$ cat config.mk
export PLATFORM = sky130hd
export DESIGN_NAME = acs_top
export DESIGN_NICKNAME = d
export VERILOG_FILES = /design/src/inc/acs_pkg.sv /design/src/core/acs_cmd_rx.sv /design/src/core/acs_top.sv
export SDC_FILE = /design/constraint.sdc
export NUM_CORES = 1
export LEC_CHECK = 0
export CAP_MARGIN = 25
export CORE_UTILIZATION = 55
export CTS_CLUSTER_DIAMETER = 50
export DETAILED_ROUTE_END_ITERATION = 12
export DONT_BUFFER_PORTS = 1
export HOLD_SLACK_MARGIN = 0.05
export PLACE_DENSITY = 0.7
export SETUP_SLACK_MARGIN = 0.1
export SYNTH_ARGS = -nofsm -noshare
export SYNTH_HDL_FRONTEND = slang
export SYNTH_SLANG_ARGS = --single-unit
$ cat constraint.sdc
create_clock -name i_clk -period 9.6 [get_ports i_clk]
set_input_delay 0 -clock i_clk [delete_from_list [all_inputs] [get_ports i_clk]]
set_output_delay 0 -clock i_clk [all_outputs]
set_load 0.05 [all_outputs]
$ cat src/inc/acs_pkg.sv
// package: constants of the conversion sequencer
package acs_pkg;
    // ------------------------------------------------------------
    // clocking
    // ------------------------------------------------------------
    localparam int          CLK_HZ   = 100_000_000;
    localparam int          OSC_HZ   = 1_024_000;
    // phase accumulator ticks every half oscillator period
    localparam logic [31:0] PH_INC   = 32'(2 * OSC_HZ);
    localparam logic [31:0] PH_MOD   = 32'(CLK_HZ);
    localparam int          CNT_W    = 18;
    // ------------------------------------------------------------
    // conversion times in oscillator periods, slowest rate first
    // ------------------------------------------------------------
    // 51192, 11532, 3116, 1036
    localparam logic [16:0] CONT_CYC [4] = '{17'hC7F8, 17'h2D0C, 17'h0C2C, 17'h040C};
    // 51213, 11557, 3141, 1061
    localparam logic [16:0] SS_CYC   [4] = '{17'hC80D, 17'h2D25, 17'h0C45, 17'h0425};
    // start delay in tenths of an oscillator period, and in half periods
    localparam int              START_DLY_X10  = 285;
    localparam logic [CNT_W-1:0] START_DLY_HALF = CNT_W'(START_DLY_X10 * 2 / 10);
    // ready release ahead of the next completion, in oscillator periods
    localparam int              READY_REL_OSC  = 2;
    localparam logic [CNT_W-1:0] READY_REL_HALF = CNT_W'(READY_REL_OSC * 2);
    // ------------------------------------------------------------
    // power-on reset
    // ------------------------------------------------------------
    localparam int POR_US  = 500;
    localparam int POR_CYC = POR_US * (CLK_HZ / 1_000_000);
    // ------------------------------------------------------------
    // command bytes and configuration layout
    // ------------------------------------------------------------
    localparam logic [7:0] CMD_RESET_A  = 8'h06;
    localparam logic [7:0] CMD_RESET_B  = 8'h07;
    localparam logic [7:0] CMD_START    = 8'h08;
    localparam logic [7:0] CMD_SLEEP    = 8'h02;
    localparam logic [7:0] CMD_WREG     = 8'h40;
    localparam logic [6:0] GC_ADDR      = 7'h00;
    localparam logic [7:0] GC_RESET     = 8'h06;
    localparam logic [7:0] CFG_DEFAULT  = 8'h00;
    localparam int         CFG_MODE_POS = 1;
    localparam int         CFG_RATE_LSB = 2;
    localparam int         SYNC_W       = 10;
endpackage : acs_pkg

$ cat src/core/acs_cmd_rx.sv
// module: serial command byte receiver with acknowledge drive
`timescale 1ns/1ps
module acs_cmd_rx (
    // clock and reset
    input  wire logic       i_clk,
    input  wire logic       i_rst_n,
    input  wire logic       i_clr,
    // synchronised bus lines and address strap
    input  wire logic       i_scl,
    input  wire logic       i_sda,
    input  wire logic [6:0] i_dev_addr,
    // decoded events
    output logic            o_byte_stb,
    output logic            o_byte_first,
    output logic            o_gc_reset,
    output logic            o_rd_stb,
    output logic [7:0]      o_byte,
    output logic            o_sda_oe
);
    logic       scl_d_r;
    logic       sda_d_r;
    logic       active_r;
    logic       ack_r;
    logic       addr_ph_r;
    logic       sel_r;
    logic       gc_r;
    logic       rd_r;
    logic       first_r;
    logic       lead_r;
    logic [2:0] bcnt_r;
    logic [7:0] shift_r;

    wire scl_fall   = scl_d_r & ~i_scl;
    wire scl_rise   = ~scl_d_r & i_scl;
    wire start_c    = i_scl & scl_d_r & sda_d_r & ~i_sda;
    wire stop_c     = i_scl & scl_d_r & ~sda_d_r & i_sda;
    wire addr_match = shift_r[7:1] == i_dev_addr;
    wire is_gc      = (shift_r[7:1] == acs_pkg::GC_ADDR) & ~shift_r[0];
    wire ack_en     = addr_ph_r ? (addr_match | is_gc) : (sel_r & ~rd_r);

    always_ff @(posedge i_clk or negedge i_rst_n) begin
        if (!i_rst_n) begin
            scl_d_r <= 1'b1; sda_d_r <= 1'b1; active_r <= 1'b0; ack_r <= 1'b0;
            addr_ph_r <= 1'b0; sel_r <= 1'b0; gc_r <= 1'b0; rd_r <= 1'b0;
            first_r <= 1'b0; bcnt_r <= 3'h0; shift_r <= 8'h00; o_byte <= 8'h00;
            lead_r <= 1'b0;
            o_byte_stb <= 1'b0; o_byte_first <= 1'b0; o_gc_reset <= 1'b0;
            o_rd_stb <= 1'b0; o_sda_oe <= 1'b0;
        end else begin
            scl_d_r    <= i_scl;
            sda_d_r    <= i_sda;
            o_byte_stb <= 1'b0;
            o_gc_reset <= 1'b0;
            o_rd_stb   <= 1'b0;
            if (i_clr | stop_c) begin
                active_r <= 1'b0;
                ack_r    <= 1'b0;
                o_sda_oe <= 1'b0;
            end else if (start_c) begin
                active_r  <= 1'b1;
                ack_r     <= 1'b0;
                addr_ph_r <= 1'b1;
                lead_r    <= 1'b1;
                sel_r     <= 1'b0;
                bcnt_r    <= 3'h0;
                o_sda_oe  <= 1'b0;
            end else if (active_r) begin
                if (scl_rise & ~ack_r) begin
                    shift_r <= {shift_r[6:0], i_sda};
                end
                if (scl_fall) begin
                    if (lead_r) begin
                        // the fall that follows start carries no bit and is not counted
                        lead_r <= 1'b0;
                    end else if (ack_r) begin
                        ack_r    <= 1'b0;
                        o_sda_oe <= 1'b0;
                        bcnt_r   <= 3'h0;
                        active_r <= sel_r;
                    end else if (bcnt_r == 3'h7) begin
                        // eighth falling edge: byte complete
                        ack_r    <= 1'b1;
                        o_sda_oe <= ack_en;
                        o_byte   <= shift_r;
                        if (addr_ph_r) begin
                            addr_ph_r <= 1'b0;
                            sel_r     <= addr_match | is_gc;
                            gc_r      <= is_gc;
                            rd_r      <= shift_r[0];
                            o_rd_stb  <= addr_match & shift_r[0];
                            first_r   <= 1'b1;
                        end else if (sel_r & ~rd_r) begin
                            if (gc_r) begin
                                o_gc_reset <= shift_r == acs_pkg::GC_RESET;
                            end else begin
                                o_byte_stb   <= 1'b1;
                                o_byte_first <= first_r;
                                first_r      <= 1'b0;
                            end
                        end
                    end else begin
                        bcnt_r <= bcnt_r + 3'h1;
                    end
                end
            end
        end
    end
endmodule : acs_cmd_rx

$ cat src/core/acs_top.sv
// module: conversion sequencer top with reset, timing and ready logic
`timescale 1ns/1ps
module acs_top #(
    parameter int POR_CYC = acs_pkg::POR_CYC
) (
    // clock and reset
    input  wire logic        i_clk,
    input  wire logic        i_nrst,
    // device pins
    input  wire logic        i_reset_pin_n,
    input  wire logic        i_scl,
    input  wire logic        i_sda,
    input  wire logic [6:0]  i_dev_addr,
    output logic             o_sda_o,
    output logic             o_sda_oe,
    output logic             o_result_ready_n,
    // converter side
    input  wire logic [15:0] i_sample,
    output logic [15:0]      o_result_buf,
    output logic [15:0]      o_tx_word,
    // status and configuration
    output logic [7:0]       o_cfg,
    output logic             o_analog_on,
    output logic             o_comm_ready
);
    localparam int W = acs_pkg::CNT_W;

    typedef enum logic [1:0] {ST_POR, ST_SLEEP, ST_CONV} acs_state_t;

    // ------------------------------------------------------------
    // reset release and pin synchronisers
    // ------------------------------------------------------------
    logic rst_m_r;
    logic rst_n_r;

    always_ff @(posedge i_clk or negedge i_nrst) begin
        if (!i_nrst) begin
            rst_m_r <= 1'b0;
            rst_n_r <= 1'b0;
        end else begin
            rst_m_r <= 1'b1;
            rst_n_r <= rst_m_r;
        end
    end

    logic [acs_pkg::SYNC_W-1:0] sync1_r;
    logic [acs_pkg::SYNC_W-1:0] sync2_r;
    wire  [acs_pkg::SYNC_W-1:0] pins = {i_reset_pin_n, i_scl, i_sda, i_dev_addr};

    generate
        for (genvar g = 0; g < acs_pkg::SYNC_W; g++) begin : g_sync
            always_ff @(posedge i_clk or negedge rst_n_r) begin
                if (!rst_n_r) begin
                    sync1_r[g] <= 1'b1;
                    sync2_r[g] <= 1'b1;
                end else begin
                    sync1_r[g] <= pins[g];
                    sync2_r[g] <= sync1_r[g];
                end
            end
        end
    endgenerate

    wire       pin_n_s = sync2_r[9];
    wire       scl_s   = sync2_r[8];
    wire       sda_s   = sync2_r[7];
    wire [6:0] addr_s  = sync2_r[6:0];

    // ------------------------------------------------------------
    // state
    // ------------------------------------------------------------
    acs_state_t  state_r;
    logic [31:0] por_cnt_r;
    logic [31:0] acc_r;
    logic [W-1:0] cnt_r;
    logic [7:0]  cfg_r;
    logic [1:0]  rate_r;
    logic        mode_r;
    logic        first_r;
    logic        sleep_pend_r;
    logic        wreg_pend_r;
    logic        ready_n_r;
    logic [15:0] result_r;
    logic [15:0] tx_r;
    logic        analog_r;
    logic        comm_r;
    logic        sda_o_r;

    // ------------------------------------------------------------
    // command receiver
    // ------------------------------------------------------------
    logic       rx_stb;
    logic       rx_first;
    logic       rx_gc;
    logic       rx_rd;
    logic [7:0] rx_byte;
    logic       rx_oe;

    wire in_por = state_r == ST_POR;
    wire conv   = state_r == ST_CONV;

    acs_cmd_rx u_rx (
        .i_clk        (i_clk),
        .i_rst_n      (rst_n_r),
        .i_clr        (~pin_n_s | in_por),
        .i_scl        (scl_s),
        .i_sda        (sda_s),
        .i_dev_addr   (addr_s),
        .o_byte_stb   (rx_stb),
        .o_byte_first (rx_first),
        .o_gc_reset   (rx_gc),
        .o_rd_stb     (rx_rd),
        .o_byte       (rx_byte),
        .o_sda_oe     (rx_oe)
    );

    // ------------------------------------------------------------
    // command decode
    // ------------------------------------------------------------
    wire cmd_first = rx_stb & rx_first;
    wire cmd_rst   = cmd_first & ((rx_byte == acs_pkg::CMD_RESET_A)
                                | (rx_byte == acs_pkg::CMD_RESET_B));
    wire start_c   = cmd_first & (rx_byte == acs_pkg::CMD_START);
    wire sleep_c   = cmd_first & (rx_byte == acs_pkg::CMD_SLEEP);
    wire wreg_c    = cmd_first & (rx_byte == acs_pkg::CMD_WREG);
    wire cfg_wr    = rx_stb & ~rx_first & wreg_pend_r;
    // pin, command and general-call resets all act in the same cycle
    wire clr_all   = ~pin_n_s | cmd_rst | rx_gc;

    wire [7:0] cfg_use     = cfg_wr ? rx_byte : cfg_r;
    wire [1:0] rate_use    = cfg_use[acs_pkg::CFG_RATE_LSB +: 2];
    // mode bit only takes effect with begin-conversion; a write alone keeps the running mode
    wire       launch_mode = start_c ? cfg_r[acs_pkg::CFG_MODE_POS] : mode_r;
    wire       launch      = start_c | (cfg_wr & conv & ~mode_r);
    wire       restart_ct  = cfg_wr & conv & mode_r & ~start_c;

    wire [W-1:0] cont_half  = {acs_pkg::CONT_CYC[rate_use], 1'b0};
    wire [W-1:0] ss_half    = {acs_pkg::SS_CYC[rate_use], 1'b0};
    wire [W-1:0] run_half   = {acs_pkg::CONT_CYC[rate_r], 1'b0};
    wire [W-1:0] launch_cnt = launch_mode ? acs_pkg::START_DLY_HALF + cont_half : ss_half;

    // ------------------------------------------------------------
    // oscillator: half-period ticks from a phase accumulator
    // ------------------------------------------------------------
    wire [31:0] acc_sum  = acc_r + acs_pkg::PH_INC;
    wire        tick     = conv & (acc_sum >= acs_pkg::PH_MOD);
    wire [31:0] acc_nxt  = tick ? acc_sum - acs_pkg::PH_MOD : acc_sum;
    wire        done     = tick & (cnt_r == W'(1));
    wire        done_eff = done & ~launch & ~restart_ct & ~clr_all;
    wire        to_sleep = ~mode_r | sleep_pend_r | sleep_c;
    // unread result: ready lets go shortly before the next one lands
    wire        release_c = mode_r & conv & (cnt_r <= acs_pkg::READY_REL_HALF);

    // ------------------------------------------------------------
    // sequencer
    // ------------------------------------------------------------
    always_ff @(posedge i_clk or negedge rst_n_r) begin
        if (!rst_n_r) begin
            state_r <= ST_POR; por_cnt_r <= 32'h0; acc_r <= 32'h0; cnt_r <= '0;
            cfg_r <= acs_pkg::CFG_DEFAULT; rate_r <= 2'h0; mode_r <= 1'b0;
            first_r <= 1'b0; sleep_pend_r <= 1'b0; wreg_pend_r <= 1'b0;
            ready_n_r <= 1'b1; result_r <= 16'h0000; tx_r <= 16'h0000;
        end else if (in_por) begin
            por_cnt_r <= por_cnt_r + 32'h1;
            if (por_cnt_r == 32'(POR_CYC - 1)) begin
                state_r <= ST_SLEEP;
            end
        end else if (clr_all) begin
            state_r      <= ST_SLEEP;
            cfg_r        <= acs_pkg::CFG_DEFAULT;
            mode_r       <= 1'b0;
            acc_r        <= 32'h0;
            cnt_r        <= '0;
            sleep_pend_r <= 1'b0;
            wreg_pend_r  <= 1'b0;
            ready_n_r    <= 1'b1;
        end else begin
            if (rx_stb) begin
                wreg_pend_r <= wreg_c;
            end
            if (cfg_wr) begin
                cfg_r <= rx_byte;
            end
            if (launch) begin
                state_r      <= ST_CONV;
                mode_r       <= launch_mode;
                rate_r       <= rate_use;
                cnt_r        <= launch_cnt;
                acc_r        <= 32'h0;
                first_r      <= launch_mode;
                sleep_pend_r <= 1'b0;
            end else if (restart_ct) begin
                rate_r  <= rate_use;
                cnt_r   <= cont_half;
                acc_r   <= 32'h0;
                first_r <= 1'b0;
            end else if (conv) begin
                acc_r <= acc_nxt;
                if (sleep_c) begin
                    sleep_pend_r <= 1'b1;
                end
                if (done) begin
                    result_r <= i_sample;
                    first_r  <= 1'b0;
                    cnt_r    <= run_half;
                    if (to_sleep) begin
                        state_r <= ST_SLEEP;
                    end
                end else if (tick) begin
                    cnt_r <= cnt_r - W'(1);
                end
            end
            // new result wins over a read in the same cycle
            if (done_eff) begin
                ready_n_r <= 1'b0;
            end else if (rx_rd | release_c) begin
                ready_n_r <= 1'b1;
            end
            if (rx_rd) begin
                tx_r <= result_r;
            end
        end
    end

    // output copies lag state by one cycle so every output leaves a flop
    always_ff @(posedge i_clk or negedge rst_n_r) begin
        if (!rst_n_r) begin
            analog_r <= 1'b0;
            comm_r   <= 1'b0;
            sda_o_r  <= 1'b0;
        end else begin
            analog_r <= conv;
            comm_r   <= ~in_por;
            sda_o_r  <= 1'b0;
        end
    end

    assign o_sda_o          = sda_o_r;
    assign o_sda_oe         = rx_oe;
    assign o_result_ready_n = ready_n_r;
    assign o_result_buf     = result_r;
    assign o_tx_word        = tx_r;
    assign o_cfg            = cfg_r;
    assign o_analog_on      = analog_r;
    assign o_comm_ready     = comm_r;

    // ------------------------------------------------------------
    // checks
    // ------------------------------------------------------------
    logic [W-1:0] hlp_r;

    always_ff @(posedge i_clk or negedge rst_n_r) begin
        if (!rst_n_r) begin
            hlp_r <= '0;
        end else if (launch | restart_ct | done | clr_all | ~conv) begin
            hlp_r <= '0;
        end else if (tick) begin
            hlp_r <= hlp_r + W'(1);
        end
    end
endmodule : acs_top

==> results of run 1 <==
cells in the mapped netlist (all sizes together) (7+ instances only):
cell,instances,area [µm²]
dfrtp,157,3929
nand2,97,369.1
nor2,58,217.7
mux2,49,585.6
o21ai,49,245.2
xnor2,37,324.1
nand3,36,180.2
clkbuf,32,120.1
a21oi,31,166.4
nor3,28,145.1
inv,24,90.09
dfstp,23,604.3
nor4,23,150.1
nand4,21,131.4
xor2,21,191.4
ha,19,237.7
and3,16,100.1
or3,14,87.58
buf,13,83.83
o211ai,11,82.58
a22o,10,87.58
a31oi,10,62.56
nand2b,10,62.56
or4,10,78.82
nor2b,8,50.05
a211o,7,61.31
a21o,7,52.55
o31ai,7,57.55
sequential cells by signal, indices dropped and copies added (netlist names), 2 cells and up:
| signal | cells |
|---|---|
| o_result_buf | 16 |
| o_tx_word | 16 |
| rate_r | 2 |
| u_rx.o_byte | 8 |
| acc_r | 24 |
| o_cfg | 8 |
| addr_s | 7 |
| cnt_r | 18 |
| sync1_r | 10 |
| por_cnt_r | 32 |
| u_rx.bcnt_r | 3 |
| state_r | 2 |
| u_rx.shift_r | 8 |
power groups by stage:
| stage | clock network (µW) | logic [µW] | registers (µW) |
|---|---|---|---|
| global placement | 0 | 27.8 | 823 |
| floorplan | 0 | 13.5 | 829 |
| finish | 736 | 38.7 | 809 |
| CTS | 748 | 37.6 | 809 |
| global route | 777 | 43.5 | 811 |
| detailed placement | 0 | 28.6 | 823 |
worst max-delay path: cells and delay by family (launching register included):
family | cells | cell delay [ns]
and+or+nand+nor | 4 | 1.49
muxes | 1 | 0.47
adders and majority gates | 1 | 0.56
xor gates and xnor gates | 1 | 0.20
AOI/OAI and AO/OA | 2 | 0.71
DFF | 1 | 0.54
stage by stage:
step / worst slack [ns] / instance area [µm²]
floorplan: 4.253 / 9473
global placement: 5.626 / 9612
detailed placement: 5.531 / 9619
CTS: 5.530 / 10540
global route: 5.282 / 10570
finish: 5.514 / 10570
cells by family (layout without fill, tap and decap cells):
| group | after synthesis | after routing | synth area share |
|---|---|---|---|
| simple gates | 352 | 352 | 0.1922 |
| compound gates | 196 | 196 | 0.1508 |
| flops | 180 | 180 | 0.4785 |
| buf+inv | 69 | 93 | 0.03104 |
| xor+xnor | 58 | 58 | 0.05442 |
| mux | 54 | 54 | 0.06710 |
| fa+ha+maj | 19 | 19 | 0.02510 |
| other cells | 2 | 2 | 0.0007928 |
metal layers:
metal,vias to the layer above,global-route usage
met2,240,0.4031
met4,0,0.07134
li1,3432,-
met5,-,0
met3,25,0.06355
met1,3509,0.3412
final cells by class:
| class | instances | area [µm²] |
|---|---|---|
| Sequential cell | 180 | 4537 |
| Inverter | 24 | 90.09 |
| Tap cell | 220 | 275.3 |
| Clock buffer | 19 | 475.5 |
| Fill cell | 1311 | 6130 |
| Timing Repair Buffer | 37 | 367.9 |
| Clock inverter | 13 | 168.9 |
| Multi-Input combinational cell | 681 | 4657 |
how the worst max path moves through the flow:
stage | to | slack, ns | depth (start not counted) | startpoint
after floorplan | acc_r[10] | 4.25 | 0 | rst_n_r
after global routing | o_result_buf[13] | 5.28 | 9 | acc_r[14]
after detailed placement | o_result_buf[11] | 5.53 | 9 | acc_r[14]
final | o_result_buf[11] | 5.51 | 9 | acc_r[14]
after CTS | o_result_buf[11] | 5.53 | 9 | acc_r[14]
after global placement | o_result_buf[10] | 5.63 | 9 | acc_r[14]
==> impl_metrics.env, run 1 <==
export IMPL_synth_area_um2=9473
export IMPL_cts_max_level=4
export IMPL_grt_max_degree=83
export IMPL_synth_avg_cell_area_um2=10.19
export IMPL_io_pins=73
export IMPL_async_flop_share=1.000
export IMPL_finalNonFillerCells=1174
export IMPL_r2r_start="acc_r[14]"
export IMPL_core_area_um2=16700
export IMPL_first_pass_iters=5
export IMPL_reg2reg_to="o_result_buf[11]"
export IMPL_p_comb_frac=0.024
export IMPL_clockPowerShare=0.465
export IMPL_path_max_fanout=17
export IMPL_min_from="i_sda"
export IMPL_post_cts_buffers=0
export IMPL_startpoint_type="flop"
export IMPL_num_rows=47
export IMPL_clock_sinks=180
export IMPL_fin_nets=988
export IMPL_reg2regPathDepth=9
export IMPL_avgRoutedWirePerCell_um=18.18
export IMPL_relSlewSlack=0.3616
export IMPL_r2r_slack_ns=5.51
export IMPL_synth_flop_cell="dfrtp_1"
export IMPL_drc=0
export IMPL_total_power_uw=1584
export IMPL_switching_share=0.2582
export IMPL_m1WireLength_um=9697
export IMPL_post_route_cells_drive_above_1_share=0.1373
export IMPL_overflow=0
export IMPL_fin_tns_setup_ns=0
export IMPL_post_route_period_util=0.4257
export IMPL_tightest_slew_ns=0.9576
export IMPL_hold_buffers=28
export IMPL_cts_buffers=17
export IMPL_initial_utilization=0.5672
export IMPL_layout_common_cells="dfrtp_1 (156), nand2_1 (95), nor2_1 (58)"
export IMPL_crit_path_max_incr_delay_ns=0.83
export IMPL_slowest_stage="or3_1"
export IMPL_cts_resized=0
export IMPL_grt_pass1_vias=7091
export IMPL_first_iter_violations=631
export IMPL_clk_pin_slew_worst_paths_ns=0.08
export IMPL_drv_cap=0
export IMPL_synth_edf_count=0
export IMPL_endpoint_kind="flop"
export IMPL_wl_um=21340
export IMPL_hold_depth=1
export IMPL_grtUsageTotal=0.2520
export IMPL_antenna_found_initial=0
export IMPL_layout_commonest_cell="dfrtp_1"
export IMPL_p_leak_uw=0.004613
export IMPL_fp_dieW_um=133.2
export IMPL_area_growth_pct=11.60
export IMPL_synth_warnings=0
export IMPL_crit_chain="ha_1 -> xor2_1 -> nand4_1 -> a221oi_4 -> nand2_2 -> o311ai_4 -> nand2b_1 -> or3_1 -> mux2_1"
export IMPL_rsz0062_at_grt="no"
export IMPL_setup_viol=0
export IMPL_wl_met2_um=9958
export IMPL_ys_ff_latch=180
export IMPL_status="finished, final reports clean"
export IMPL_port_buffers=0
export IMPL_hp_class="input port to flop"
export IMPL_internal_power_uw=1175
export IMPL_hold_viol=0
export IMPL_wl_met3_um=1424
export IMPL_vias=7206
export IMPL_cp_arrival_ns=4.41
export IMPL_seq_power_share=0.511
export IMPL_timing_worst_setup_path_type="flop to flop"
export IMPL_p_per_area_nw_per_um2=149.8
export IMPL_fin_crit_ns=4.086
export IMPL_grt_pass1_wl_um=35560
export IMPL_die_area_um2=17750
export IMPL_die_y_um=133.2
export IMPL_drtAntennaViolNets=0
export IMPL_max_freq_mhz=244.7
export IMPL_yosysUniqueCellTypes=85
export IMPL_root_buffer="clkbuf_16"
export IMPL_placed_cells=1113
export IMPL_switchingPower_uw=408.9
export IMPL_cts_path_max_buffers=2
export IMPL_hold_ws_ns=0.09102
export IMPL_synth_fp_nets=977
export IMPL_syn_inst=930
export IMPL_final_util=0.6330
export IMPL_irDropWorstVdd_mv=0.1670
export IMPL_insertion_delay_ns=0.45
export IMPL_hold_end="sync1_r[7]"
export IMPL_gp_congestion=0.9096
export IMPL_diodes=0
export IMPL_yosysSeqAreaShare=0.4785
export IMPL_required_ns=9.93
export IMPL_slew_violations=0
export IMPL_skew_ns=0.01507
export IMPL_hpwl_um=14200
export IMPL_top_layer="met4"
export IMPL_viasPerCell=6.138
export IMPL_cts_tree="yes"
No activity file was read; power rests on OpenSTA's default activity.
==> inputs of run 2 (changes only) <==
==> constraint.sdc (replaced) <==
create_clock -name i_clk -period 4.2 [get_ports i_clk]
set_input_delay 0 -clock i_clk [delete_from_list [all_inputs] [get_ports i_clk]]
set_output_delay 0 -clock i_clk [all_outputs]
set_load 0.05 [all_outputs]
==> run 2 against run 1 <==
Compared with the run above:
- core utilization is 0.40 points higher
- combinational power is 130% higher
- count of clock-buffer cells in the layout stayed put
- clock skew is 0.0020 ns lower
- wire length is 2.8% higher
- die area stayed put
- critical path depth stayed put
- total power is 120% higher
- non-clock buffer count is 11 higher
- critical endpoint is now o_result_buf[9]
- sequential power is 130% higher
- clock power is 120% higher
- fmax is 9.3% higher
==> impl_metrics.env, run 2 (same netlist as run 1, synthesis figures left out) <==
export IMPL_rsz0062_at_grt="no"
export IMPL_diodes=0
export IMPL_cts_path_max_buffers=2
export IMPL_placed_cells=1124
export IMPL_fill_cells=1347
export IMPL_post_route_period_util=0.8903
export IMPL_first_iter_violations=611
export IMPL_num_rows=47
export IMPL_io_pins=73
export IMPL_drv_cap=0
export IMPL_skew_ns=0.01306
export IMPL_final_util=0.6369
export IMPL_fin_crit_ns=3.739
export IMPL_startpoint_type="flop"
export IMPL_first_pass_iters=5
export IMPL_required_ns=4.52
export IMPL_regMostFlops="por_cnt_r"
export IMPL_root_buffer="clkbuf_16"
export IMPL_slowest_stage="or3_1"
export IMPL_status="finished, final reports clean"
export IMPL_r2r_slack_ns=0.46
export IMPL_fin_nets=999
export IMPL_antenna_found_initial=0
export IMPL_cp_num_buf_inv=0
export IMPL_crit_chain="ha_1 -> xor2_1 -> nand4_1 -> a221oi_4 -> nand2_2 -> o311ai_4 -> nand2b_1 -> or3_1 -> mux2_1"
export IMPL_largest_reg_flops=32
export IMPL_tightest_slew_ns=1.013
export IMPL_post_route_cells_drive_above_1_share=0.1461
export IMPL_core_area_um2=16700
export IMPL_timing_worst_setup_path_type="flop to flop"
export IMPL_finalNonFillerCells=1185
export IMPL_layout_commonest_cell="dfrtp_1"
export IMPL_relSlewSlack=0.3250
export IMPL_reg2regPathDepth=9
export IMPL_clock_sinks=180
export IMPL_wl_um=21940
export IMPL_reg_top3="por_cnt_r (32), acc_r (24), cnt_r (18)"
export IMPL_irDropWorstVdd_mv=0.4561
export IMPL_hold_ws_ns=0.08926
export IMPL_grtUsageTotal=0.2678
export IMPL_layout_common_cells="dfrtp_1 (156), nand2_1 (95), nor2_1 (58)"
export IMPL_grt_pass1_wl_um=37450
export IMPL_port_buffers=0
export IMPL_avgRoutedWirePerCell_um=18.51
export IMPL_cts_tree="yes"
export IMPL_endpoint_kind="flop"
export IMPL_grt_pass1_vias=7286
export IMPL_drtAntennaViolNets=0
export IMPL_hpwl_um=14910
export IMPL_gp_congestion=0.9301
export IMPL_hp_class="input port to flop"
export IMPL_r2r_start="acc_r[14]"
export IMPL_cp_arrival_ns=4.06
export IMPL_p_per_area_nw_per_um2=334.1
export IMPL_total_power_uw=3554
export IMPL_insertion_delay_ns=0.44
export IMPL_slew_violations=0
export IMPL_path_max_fanout=17
export IMPL_vias=7308
export IMPL_fin_tns_setup_ns=0
export IMPL_crit_path_max_incr_delay_ns=0.73
export IMPL_initial_utilization=0.5672
export IMPL_hold_depth=1
export IMPL_die_area_um2=17750
export IMPL_overflow=0
export IMPL_hold_end="sync1_r[1]"
export IMPL_clk_pin_slew_worst_paths_ns=0.08
export IMPL_drc=0
export IMPL_multi_input_area_um2=4657
export IMPL_cts_buffers=17
export IMPL_p_leak_uw=0.004655
export IMPL_reg2reg_to="o_result_buf[9]"
export IMPL_cts_max_level=4
export IMPL_fp_dieW_um=133.2
export IMPL_ff_latch_area_um2=4537
export IMPL_worst_path_stages=9
export IMPL_max_freq_mhz=267.4
export IMPL_viasPerCell=6.167
export IMPL_grt_max_degree=83
export IMPL_critical_path_top_delay_family="simple AND/OR/NAND/NOR gates"
export IMPL_hold_viol=0
export IMPL_area_growth_pct=12.30
export IMPL_die_y_um=133.2
export IMPL_min_from="i_dev_addr[1]"
export IMPL_setup_viol=0
[run 2: cell count changes in the layout (fill, tap and decap cells not counted), sizes merged]
cell,previous run,this run
inv,30,32
buf,9,20
clkinv,7,5
[run 2: cell type report]
cell class / count / share of cell area
multi-input cells: 681 / 0.4378
flip-flops and latches: 180 / 0.4265
repair buffers: 48 / 0.04470
clock buffers: 19 / 0.04270
well taps: 220 / 0.02588
clock inverters: 13 / 0.01400
inverters: 24 / 0.008469
[run 2: worst max path at each step]
| stage | startpoint | endpoint | slack (ns) |
|---|---|---|---|
| 2_1_floorplan | acc_r[14] | cnt_r[10] | 1.20 |
| 3_3_place_gp | acc_r[14] | o_result_buf[11] | 0.61 |
| 3_5_place_dp | acc_r[14] | o_result_buf[9] | 0.54 |
| 4_1_cts | acc_r[14] | o_result_buf[9] | 0.51 |
| 5_1_grt | acc_r[14] | o_result_buf[12] | 0.25 |
| 6_report | acc_r[14] | o_result_buf[9] | 0.46 |
[run 2: where the power goes]
| group | internal [µW] | switching [µW] |
|---|---|---|
| clock | 836 | 776 |
| combinational | 42.8 | 48.0 |
| sequential | 1770 | 83.9 |
[run 2: layer usage]
metal / global-route usage / wire length, µm
met5: 0 / 0
met1: 0.3654 / 9823
met2: 0.4148 / 10190
met4: 0.08586 / 345
met3: 0.07572 / 1580
[run 2: what timing repair did]
item,in CTS,in global routing
hold buffers,28,0
setup buffers,0,0
resized for setup,0,0
hold endpoints to repair,28,0
[run 2: through the flow]
stage / area, µm² / worst slack [ns]
after floorplan: 9474 / 1.201
after global placement: 9727 / 0.6079
after detailed placement: 9727 / 0.5372
after CTS: 10610 / 0.5129
after global routing: 10640 / 0.2472
final: 10640 / 0.4607
[run 2: worst register-to-register path, cell delays in order (launching register included)]
cell and delay (ns):
dfrtp_1 0.53, ha_1 0.55, xor2_1 0.19, nand4_1 0.15, a221oi_4 0.39, nand2_2 0.14, o311ai_4 0.34, nand2b_1 0.10
or3_1 0.73, mux2_1 0.50
